==> src/rwc_map.vh <==
// constants for the rheostat wiper and one-time store controller
`ifndef RWC_MAP_VH
`define RWC_MAP_VH

// serial frame layout: 16 bits, command in [13:10], data in [9:0]
`define RWC_CMD_MSB        13
`define RWC_CMD_LSB        10
`define RWC_DATA_MSB       9
`define RWC_LOC_MSB        5

// commands
`define RWC_CMD_NOP        4'h0
`define RWC_CMD_WR_WIPER   4'h1
`define RWC_CMD_RD_WIPER   4'h2
`define RWC_CMD_STORE      4'h3
`define RWC_CMD_SW_RESET   4'h4
`define RWC_CMD_RD_STORE   4'h5
`define RWC_CMD_RD_LAST    4'h6
`define RWC_CMD_WR_CTRL    4'h7
`define RWC_CMD_RD_CTRL    4'h8
`define RWC_CMD_SHUTDOWN   4'h9

// control register fields
`define RWC_CTRL_PROG_EN   0
`define RWC_CTRL_WR_EN     1
`define RWC_CTRL_CAL_DIS   2
`define RWC_CTRL_PROG_OK   3
`define RWC_CTRL_RESET     4'h0

// one-time store locations
`define RWC_LOC_FIRST      6'h01
`define RWC_LOC_LAST       6'h32
`define RWC_LOC_NONE       6'h00

// wiper
`define RWC_WIPER_MID      10'h200
`define RWC_EIGHT_BIT      1'b0

// 7-bit serial address, arbitrary value
`define RWC_DEV_ADDR       7'h2c

// internal programming cycle: least time, rounded up to cycles
`define RWC_CLK_NS         5
`define RWC_PROG_NS        20000
`define RWC_PROG_CYC       ((`RWC_PROG_NS + `RWC_CLK_NS - 1) / `RWC_CLK_NS)

`endif

==> src/rwc_sync2.v <==
// two-flop synchroniser for asynchronous inputs
`timescale 1ns/1ps
`default_nettype none
module rwc_sync2 #(
    parameter W = 1
) (
    input  wire         clk_i,
    input  wire         rst_n_i,
    input  wire [W-1:0] async_i,
    output wire [W-1:0] sync_o
);
    reg [W-1:0] meta;
    reg [W-1:0] stable;

    // idle-high inputs, so reset to ones
    always @(posedge clk_i or negedge rst_n_i) begin
        if (!rst_n_i) begin
            meta   <= {W{1'b1}};
            stable <= {W{1'b1}};
        end else begin
            meta   <= async_i;
            stable <= meta;
        end
    end

    assign sync_o = stable;
endmodule // rwc_sync2
`default_nettype wire

==> src/rwc_wiper_ctrl.v <==
// serial slave, wiper register, one-time store and shutdown control
`timescale 1ns/1ps
`default_nettype none
`include "rwc_map.vh"

// Contract
// - store locations are 6 bits; 0 is reserved, first value goes to 0x01
// - at most fifty values, last at 0x32; address bits above six ignored
// - each store with programming enabled and a free location starts an internal write cycle; new addresses not acknowledged meanwhile
// - address acknowledged during polling only once the write cycle ends
// - reset comes from command 4 or a low pulse on the reset pin
// - any reset loads wiper from most recently programmed location
// - with nothing programmed, reset loads wiper with midscale
// - calibration mode follows the calibration control bit
// - calibration is on after reset until software disables it
// - command 9 with data bit 0 set enters shutdown
// - in shutdown the A-to-wiper switch is open
// - every defined command still executes while in shutdown
// - command 9 with bit 0 clear, or any reset, leaves shutdown
// - wiper register decodes to one of 1024 or 256 taps
// - power-on sets midscale and empties the store, so the following restore keeps midscale
// - command 4 refreshes wiper from store, data bits ignored
// - command 5 reads the addressed location in the next frame
// - command 9 bit 0: one is shutdown, zero is normal
// - control bit 2 zero enables calibration, one disables it
module rwc_wiper_ctrl (
    input  wire          clk_i,
    input  wire          rst_n_i,
    input  wire          reset_pin_n_i,
    input  wire          scl_i,
    input  wire          sda_i,
    output reg           sda_o,
    output reg           sda_oe_o,
    output reg  [9:0]    wiper_o,
    output reg  [1023:0] tap_sel_o,
    output reg           a_switch_closed_o,
    output reg           cal_enable_o,
    output reg           shutdown_o,
    output reg           busy_o
);
    localparam ST_IDLE  = 3'd0;
    localparam ST_ADDR  = 3'd1;
    localparam ST_AACK  = 3'd2;
    localparam ST_WR    = 3'd3;
    localparam ST_WACK  = 3'd4;
    localparam ST_RD    = 3'd5;
    localparam ST_MACK  = 3'd6;

    localparam [15:0] PROG_CYC = `RWC_PROG_CYC;

    wire [2:0] pins_s;
    wire       rstpin_s;
    wire       scl_s;
    wire       sda_s;

    rwc_sync2 #(.W(3)) u_sync (
        .clk_i   (clk_i),
        .rst_n_i (rst_n_i),
        .async_i ({reset_pin_n_i, scl_i, sda_i}),
        .sync_o  (pins_s)
    );
    assign rstpin_s = pins_s[2];
    assign scl_s    = pins_s[1];
    assign sda_s    = pins_s[0];

    reg        scl_q;
    reg        sda_q;
    reg        rstpin_q;
    reg [2:0]  state;
    reg [3:0]  bitcnt;
    reg [7:0]  shreg;
    reg [7:0]  txsh;
    reg        rd_dir;
    reg        byte_lo;
    reg        mnack;
    reg [7:0]  frame_hi;
    reg        cmd_valid;
    reg [15:0] cmd_word;

    reg [9:0]  wiper;
    reg [3:0]  ctrl;
    reg        shutdown;
    reg [5:0]  last_loc;
    reg [9:0]  otp_mem [0:63];
    reg [15:0] rd_word;
    reg [15:0] busy_cnt;
    reg        restore;
    integer    i;

    wire scl_rise = scl_s & ~scl_q;
    wire scl_fall = ~scl_s & scl_q;
    wire start_c  = scl_s & scl_q & sda_q & ~sda_s;
    wire stop_c   = scl_s & scl_q & ~sda_q & sda_s;
    wire busy     = (busy_cnt != 16'h0000);
    wire pin_rst  = rstpin_q & ~rstpin_s;

    wire [3:0] cmd  = cmd_word[`RWC_CMD_MSB:`RWC_CMD_LSB];
    wire [9:0] data = cmd_word[`RWC_DATA_MSB:0];
    wire [5:0] loc  = data[`RWC_LOC_MSB:0];
    wire [9:0] wr_val = `RWC_EIGHT_BIT ? {data[9:2], 2'b00} : data;
    wire [9:0] tap  = `RWC_EIGHT_BIT ? {2'b00, wiper[9:2]} : wiper;

    // serial slave: open drain, low driven by raising the enable
    always @(posedge clk_i or negedge rst_n_i) begin
        if (!rst_n_i) begin
            scl_q     <= 1'b1;
            sda_q     <= 1'b1;
            rstpin_q  <= 1'b1;
            state     <= ST_IDLE;
            bitcnt    <= 4'h0;
            shreg     <= 8'h00;
            txsh      <= 8'h00;
            rd_dir    <= 1'b0;
            byte_lo   <= 1'b0;
            mnack     <= 1'b0;
            frame_hi  <= 8'h00;
            cmd_valid <= 1'b0;
            cmd_word  <= 16'h0000;
            sda_o     <= 1'b0;
            sda_oe_o  <= 1'b0;
        end else begin
            scl_q     <= scl_s;
            sda_q     <= sda_s;
            rstpin_q  <= rstpin_s;
            cmd_valid <= 1'b0;
            sda_o     <= 1'b0;
            if (start_c) begin
                state    <= ST_ADDR;
                bitcnt   <= 4'h0;
                byte_lo  <= 1'b0;
                sda_oe_o <= 1'b0;
            end else if (stop_c) begin
                state    <= ST_IDLE;
                sda_oe_o <= 1'b0;
            end else if (scl_rise) begin
                case (state)
                    ST_ADDR, ST_WR: begin
                        shreg  <= {shreg[6:0], sda_s};
                        bitcnt <= bitcnt + 4'h1;
                    end
                    ST_RD: begin
                        bitcnt <= bitcnt + 4'h1;
                    end
                    ST_MACK: begin
                        mnack <= sda_s;
                    end
                    default: begin
                    end
                endcase
            end else if (scl_fall) begin
                case (state)
                    ST_ADDR: begin
                        if (bitcnt == 4'h8) begin
                            // withheld while programming, so host polling sees no ack
                            if (shreg[7:1] == `RWC_DEV_ADDR && !busy) begin
                                sda_oe_o <= 1'b1;
                                rd_dir   <= shreg[0];
                                state    <= ST_AACK;
                            end else begin
                                state <= ST_IDLE;
                            end
                        end
                    end
                    ST_AACK: begin
                        bitcnt <= 4'h0;
                        if (rd_dir) begin
                            txsh     <= {rd_word[14:8], 1'b0};
                            sda_oe_o <= ~rd_word[15];
                            byte_lo  <= 1'b1;
                            state    <= ST_RD;
                        end else begin
                            sda_oe_o <= 1'b0;
                            state    <= ST_WR;
                        end
                    end
                    ST_WR: begin
                        if (bitcnt == 4'h8) begin
                            sda_oe_o <= 1'b1;
                            state    <= ST_WACK;
                            byte_lo  <= ~byte_lo;
                            if (!byte_lo) begin
                                frame_hi <= shreg;
                            end else begin
                                cmd_word  <= {frame_hi, shreg};
                                cmd_valid <= 1'b1;
                            end
                        end
                    end
                    ST_WACK: begin
                        sda_oe_o <= 1'b0;
                        bitcnt   <= 4'h0;
                        state    <= ST_WR;
                    end
                    ST_RD: begin
                        if (bitcnt == 4'h8) begin
                            sda_oe_o <= 1'b0;
                            state    <= ST_MACK;
                        end else begin
                            sda_oe_o <= ~txsh[7];
                            txsh     <= {txsh[6:0], 1'b0};
                        end
                    end
                    ST_MACK: begin
                        bitcnt <= 4'h0;
                        if (mnack) begin
                            state <= ST_IDLE;
                        end else begin
                            // bytes alternate high, low, high while the host acks
                            txsh     <= byte_lo ? {rd_word[6:0], 1'b0} : {rd_word[14:8], 1'b0};
                            sda_oe_o <= byte_lo ? ~rd_word[7] : ~rd_word[15];
                            byte_lo  <= ~byte_lo;
                            state    <= ST_RD;
                        end
                    end
                    default: begin
                        state <= ST_IDLE;
                    end
                endcase
            end
        end
    end

    // command execution; shutdown does not gate it
    always @(posedge clk_i or negedge rst_n_i) begin
        if (!rst_n_i) begin
            wiper    <= `RWC_WIPER_MID;
            restore  <= 1'b1;
            ctrl     <= `RWC_CTRL_RESET;
            shutdown <= 1'b0;
            last_loc <= `RWC_LOC_NONE;
            rd_word  <= 16'h0000;
            busy_cnt <= 16'h0000;
            for (i = 0; i < 64; i = i + 1) begin
                otp_mem[i] <= 10'h000;
            end
        end else begin
            if (busy) begin
                busy_cnt <= busy_cnt - 16'h0001;
            end
            if (restore) begin
                restore <= 1'b0;
                if (last_loc == `RWC_LOC_NONE) begin
                    wiper <= `RWC_WIPER_MID;
                end else begin
                    wiper <= otp_mem[last_loc];
                end
            end
            if (pin_rst) begin
                restore  <= 1'b1;
                shutdown <= 1'b0;
                ctrl     <= {ctrl[`RWC_CTRL_PROG_OK], 3'b000};
            end else if (cmd_valid) begin
                case (cmd)
                    `RWC_CMD_WR_WIPER: begin
                        if (ctrl[`RWC_CTRL_WR_EN]) begin
                            wiper <= wr_val;
                        end
                    end
                    `RWC_CMD_RD_WIPER: begin
                        rd_word <= {6'h00, wiper};
                    end
                    `RWC_CMD_STORE: begin
                        if (ctrl[`RWC_CTRL_PROG_EN] && last_loc != `RWC_LOC_LAST) begin
                            otp_mem[last_loc + `RWC_LOC_FIRST] <= wiper;
                            last_loc <= last_loc + `RWC_LOC_FIRST;
                            busy_cnt <= PROG_CYC;
                            ctrl[`RWC_CTRL_PROG_OK] <= 1'b1;
                        end else begin
                            ctrl[`RWC_CTRL_PROG_OK] <= 1'b0;
                        end
                    end
                    `RWC_CMD_SW_RESET: begin
                        restore  <= 1'b1;
                        shutdown <= 1'b0;
                        ctrl     <= {ctrl[`RWC_CTRL_PROG_OK], 3'b000};
                    end
                    `RWC_CMD_RD_STORE: begin
                        // reserved and unused locations read back zero
                        if (loc == `RWC_LOC_NONE || loc > `RWC_LOC_LAST) begin
                            rd_word <= 16'h0000;
                        end else begin
                            rd_word <= {6'h00, otp_mem[loc]};
                        end
                    end
                    `RWC_CMD_RD_LAST: begin
                        rd_word <= {10'h000, last_loc};
                    end
                    `RWC_CMD_WR_CTRL: begin
                        ctrl[2:0] <= data[2:0];
                    end
                    `RWC_CMD_RD_CTRL: begin
                        rd_word <= {12'h000, ctrl};
                    end
                    `RWC_CMD_SHUTDOWN: begin
                        shutdown <= data[0];
                    end
                    default: begin
                    end
                endcase
            end
        end
    end

    // registered outputs
    always @(posedge clk_i or negedge rst_n_i) begin
        if (!rst_n_i) begin
            wiper_o           <= `RWC_WIPER_MID;
            tap_sel_o         <= {1024{1'b0}};
            a_switch_closed_o <= 1'b0;
            cal_enable_o      <= 1'b1;
            shutdown_o        <= 1'b0;
            busy_o            <= 1'b0;
        end else begin
            wiper_o           <= wiper;
            tap_sel_o         <= {{1023{1'b0}}, 1'b1} << tap;
            a_switch_closed_o <= ~shutdown;
            cal_enable_o      <= ~ctrl[`RWC_CTRL_CAL_DIS];
            shutdown_o        <= shutdown;
            busy_o            <= busy;
        end
    end
endmodule // rwc_wiper_ctrl
`default_nettype wire

==> config.mk <==
export PLATFORM = sky130hd
export DESIGN_NAME = rwc_wiper_ctrl
export DESIGN_NICKNAME = d
export VERILOG_FILES = /design/src/rwc_sync2.v /design/src/rwc_wiper_ctrl.v
export VERILOG_INCLUDE_DIRS = /design/src /design/src/src
export SDC_FILE = /design/constraint.sdc
export NUM_CORES = 2
export LEC_CHECK = 0
export BUFFER_PORTS_ARGS = -buffer_cell sky130_fd_sc_hd__buf_4
export CAP_MARGIN = 15
export CORE_MARGIN = 4
export CORE_UTILIZATION = 43
export CTS_CLUSTER_DIAMETER = 50
export CTS_CLUSTER_SIZE = 12
export DETAILED_ROUTE_END_ITERATION = 6
export PLACE_DENSITY_LB_ADDON = 0.2
export REMOVE_ABC_BUFFERS = 1
export SYNTH_ARGS = -nofsm -noshare
export SYNTH_HDL_FRONTEND = slang
export SYNTH_SLANG_ARGS = --single-unit
==> constraint.sdc <==
create_clock -name clk_i -period 3.8 [get_ports clk_i]
set_clock_uncertainty 0.1 [all_clocks]
set_input_delay 0.19 -clock clk_i [delete_from_list [all_inputs] [get_ports clk_i]]
set_output_delay 0.19 -clock clk_i [all_outputs]
set_load 0.02 [all_outputs]
==> summary.txt <==
Placement
  – Worst slack, placed: 342 ps
  – DPL Wire Length: 191 mm
  – Port Buffers: 1043
  – Final GP Congestion: 0.954

Floorplanning
  – Core footprint: 0.165 sq mm
  – Row count: 149
  – I/O pin total: 1045
  – Chip Height: 416 microns
  – Initial Util: 43.3%
  – Die width: 416 microns
  – Die area: 0.173 sq mm

Timing
  – Min Clock Period, post-route: 3500 ps
  – RSZ-0062 raised after global routing: no
  – Worst slew pin tran: 1110 ps
  – Maximum clock frequency: 285 MHz
  – Sum Neg Setup Slack: 0 ps
  – Slew HR: 25.8%
  – Setup ws final: 296 ps
  – Final setup fails: 0
  – Fin. max-slew vios: 0
  – Hold_ws: 253 ps
  – Tcrit/Tclk final: 92.2%
  – Hold Fails Final Rpt: 0

Synth
  – Top area cells in the synthesized netlist: dfrtp_1 62%, mux2_2 11%, mux4_2 8.9%
  – Top_reg_cell synth: dfrtp_1
  – Synthesized area: 0.0715 sq mm
  – #FFs+latches synth: 1782
  – Syn. warnings: 0
  – EDFF count, synth: 0
  – Synth Instances: 5224
  – Synth top area share: 61.9%
  – FFs w/ async S/R, synth: 100%
  – Library cells used by synthesis: 87
  – Cell taking the most area after synthesis: dfrtp_1
  – Average size of a mapped cell: 13.7 sq um
  – Seq/Total Area, Yosys: 62.4%

Drt
  – 1st-iter DRT viols: 4760
  – DRC viols: 0
  – Detail-routed via count per cell: 5.74
  – Post-DRT Antenna Nets: 0
  – Drt first pass iters: 5
  – Drt total wl: 267 mm
  – Via Count: 49727
  – Routed len/inst: 30.8 microns

Setup path
  – WS Path Type: register to register
  – Critical-path cell list: nand2b_1 -> or4_4 -> or4_2 -> buf_4 -> nor3_4 -> mux2_2
  – Setup crit end kind: register
  – Worst Path Required: 4380 ps
  – Arr. time, crit path: 4080 ps
  – Crit path largest cell delay: 760 ps
  – CP max FO: 10
  – Crit start category: register
  – CP max stage cell: or4_2

Clock tree
  – Clock latency on the worst-skew pair: 840 ps
  – Reg clk slew, reported paths: 60 ps
  – TritonCTS clock tree: done
  – Root Driver: clkbuf_16
  – CTS buffer count: 189
  – CTS max path bufs: 3
  – H-tree levels: 4
  – Clock Sinks: 1782

Cells and area
  – Share of layout cells above drive strength 1: 42.1%
  – Layout Nets: 6382
  – Layout area overhead: 24.9%

Run
  – Max-Cap Viols: 0

Global route
  – Vias in the first global route: 49265
  – First-pass GRT wire length: 379 mm
  – GRT Total Usage: 30.5%
  – GRT overflow: 0
  – Initial antenna violation count: 8
  – Largest net degree at the start of global routing: 145

Power
  – Pleak: 43.0 nW
  – Peak supply drop: 0.471 mV
  – P per Cell Area: 424 mW/mm^2
  – Tot Pwr: 37.8 mW

Run status
  – Status: complete, no violations

Min path
  – Worst hold path type: register to register
## kinds of logic (layout without fill, tap and decap cells)
group | count (synthesis) | after routing | share of synthesized area [%]
adder cells (fa/ha/maj) | 9 | 9 | 0.158
other | 1 | 8 | 0.00525
flip-flops | 1782 | 1782 | 62.4
AND/OR/NAND/NOR | 1604 | 1604 | 9.73
AO/OA/AOI/OAI | 319 | 319 | 3.73
XOR/XNOR | 16 | 16 | 0.196
buffers and inverters | 397 | 1640 | 2.21
multiplexers | 1096 | 1096 | 21.5
## where the power goes
| group | leakage, nW | internal (mW) | switching [mW] |
|---|---|---|---|
| Combinational | 15.3 | 0.103 | 0.434 |
| Clock | 2.91 | 10.4 | 7.80 |
| Sequential | 24.8 | 19.0 | 0.0305 |
## registers in the layout (all words and copies together), names as in the netlist, 7 cells and up
signal and flops:
busy_cnt 16, cmd_word 14, otp_mem 640, rd_word 10
shreg 8, tap 10, tap_sel_o 1024, txsh 7
wiper_o 10
## synthesized netlist by cell type, types with 23 or more instances
cell type  count
dfrtp_1     1769
nor2_1      1099
mux2_2       728
mux4_2       281
clkbuf_1     256
nand2_1      214
mux2i_1       87
buf_1         76
nand3_1       52
a21oi_1       46
o22ai_1       44
o21ai_0       40
nor3_1        31
a22oi_1       29
nand2b_1      27
inv_1         26
nor2b_1       26
buf_2         23
## critical path, delay by kind of cell, from the launching register on
kind	cells	cell delay, ps
buffers and inverters	1	300
flip-flops	1	490
multiplexers	1	400
AND/OR/NAND/NOR	4	2040
## timing repair
item / 4_1_cts / 5_1_grt
setup buffers: 0 / 0
resized for setup: 0 / 0
hold buffers: 9 / 0
endpoints found under the hold margin: 994 / 0
## metrics by stage
step                instance area (sq um)  utilization, %  instances
floorplan                           70000               -       4857
global placement                    83100            50.4       8357
detailed placement                  83100            50.4       8357
CTS                                 89200            54.1       8656
global route                        89200            54.1       8657
finish                              89300            54.1       8663
## metal layers
layer	part of all wire (%)	vias up	track usage (%)
met3	7.5	499	6.97
met4	4.8	2	12.5
li1	-	20468	-
met1	41	26554	41.1
met2	47	2204	48.1
met5	0.0049	-	0
## final timing paths
kind / startpoint / slack (ps) / endpoint / cells past startpoint
min in group asynchronous: rst_n_i / 580 / tap_sel_o[350] / 4
max in group asynchronous: rst_n_i / 2130 / wiper_o[9] / 5
hold reg to reg: u_sync.meta[1] / 250 / u_sync.sync_o[1] / 0
hold / removal: u_sync.meta[1] / 250 / u_sync.sync_o[1] / 0
setup / recovery: cmd_valid / 300 / otp_mem[271] / 6
setup reg to reg: cmd_valid / 300 / otp_mem[271] / 6
## layout by cell type (no fill, tap or decap), types with 32 or more instances in the layout
cell type  count
a21oi_1       46
buf_12        32
buf_4       1278
clkbuf_16    190
dfrtp_1     1753
mux2_2       728
mux2i_1       85
mux4_2       281
nand2_1      207
nand3_1       50
nor2_1      1098
o21ai_0       40
o22ai_1       44
## layout make-up
type                            count  area (sq um)
Tap cell                         2189          2740
Timing Repair Buffer             1320         10400
Fill cell                       13835         75700
Multi-Input combinational cell   3045         25400
Inverter                           30           113
Sequential cell                  1782         44600
Clock inverter                     59           926
Clock buffer                      231          5080
Antenna cell                        7          17.5
(Power assumes the default switching activity.)
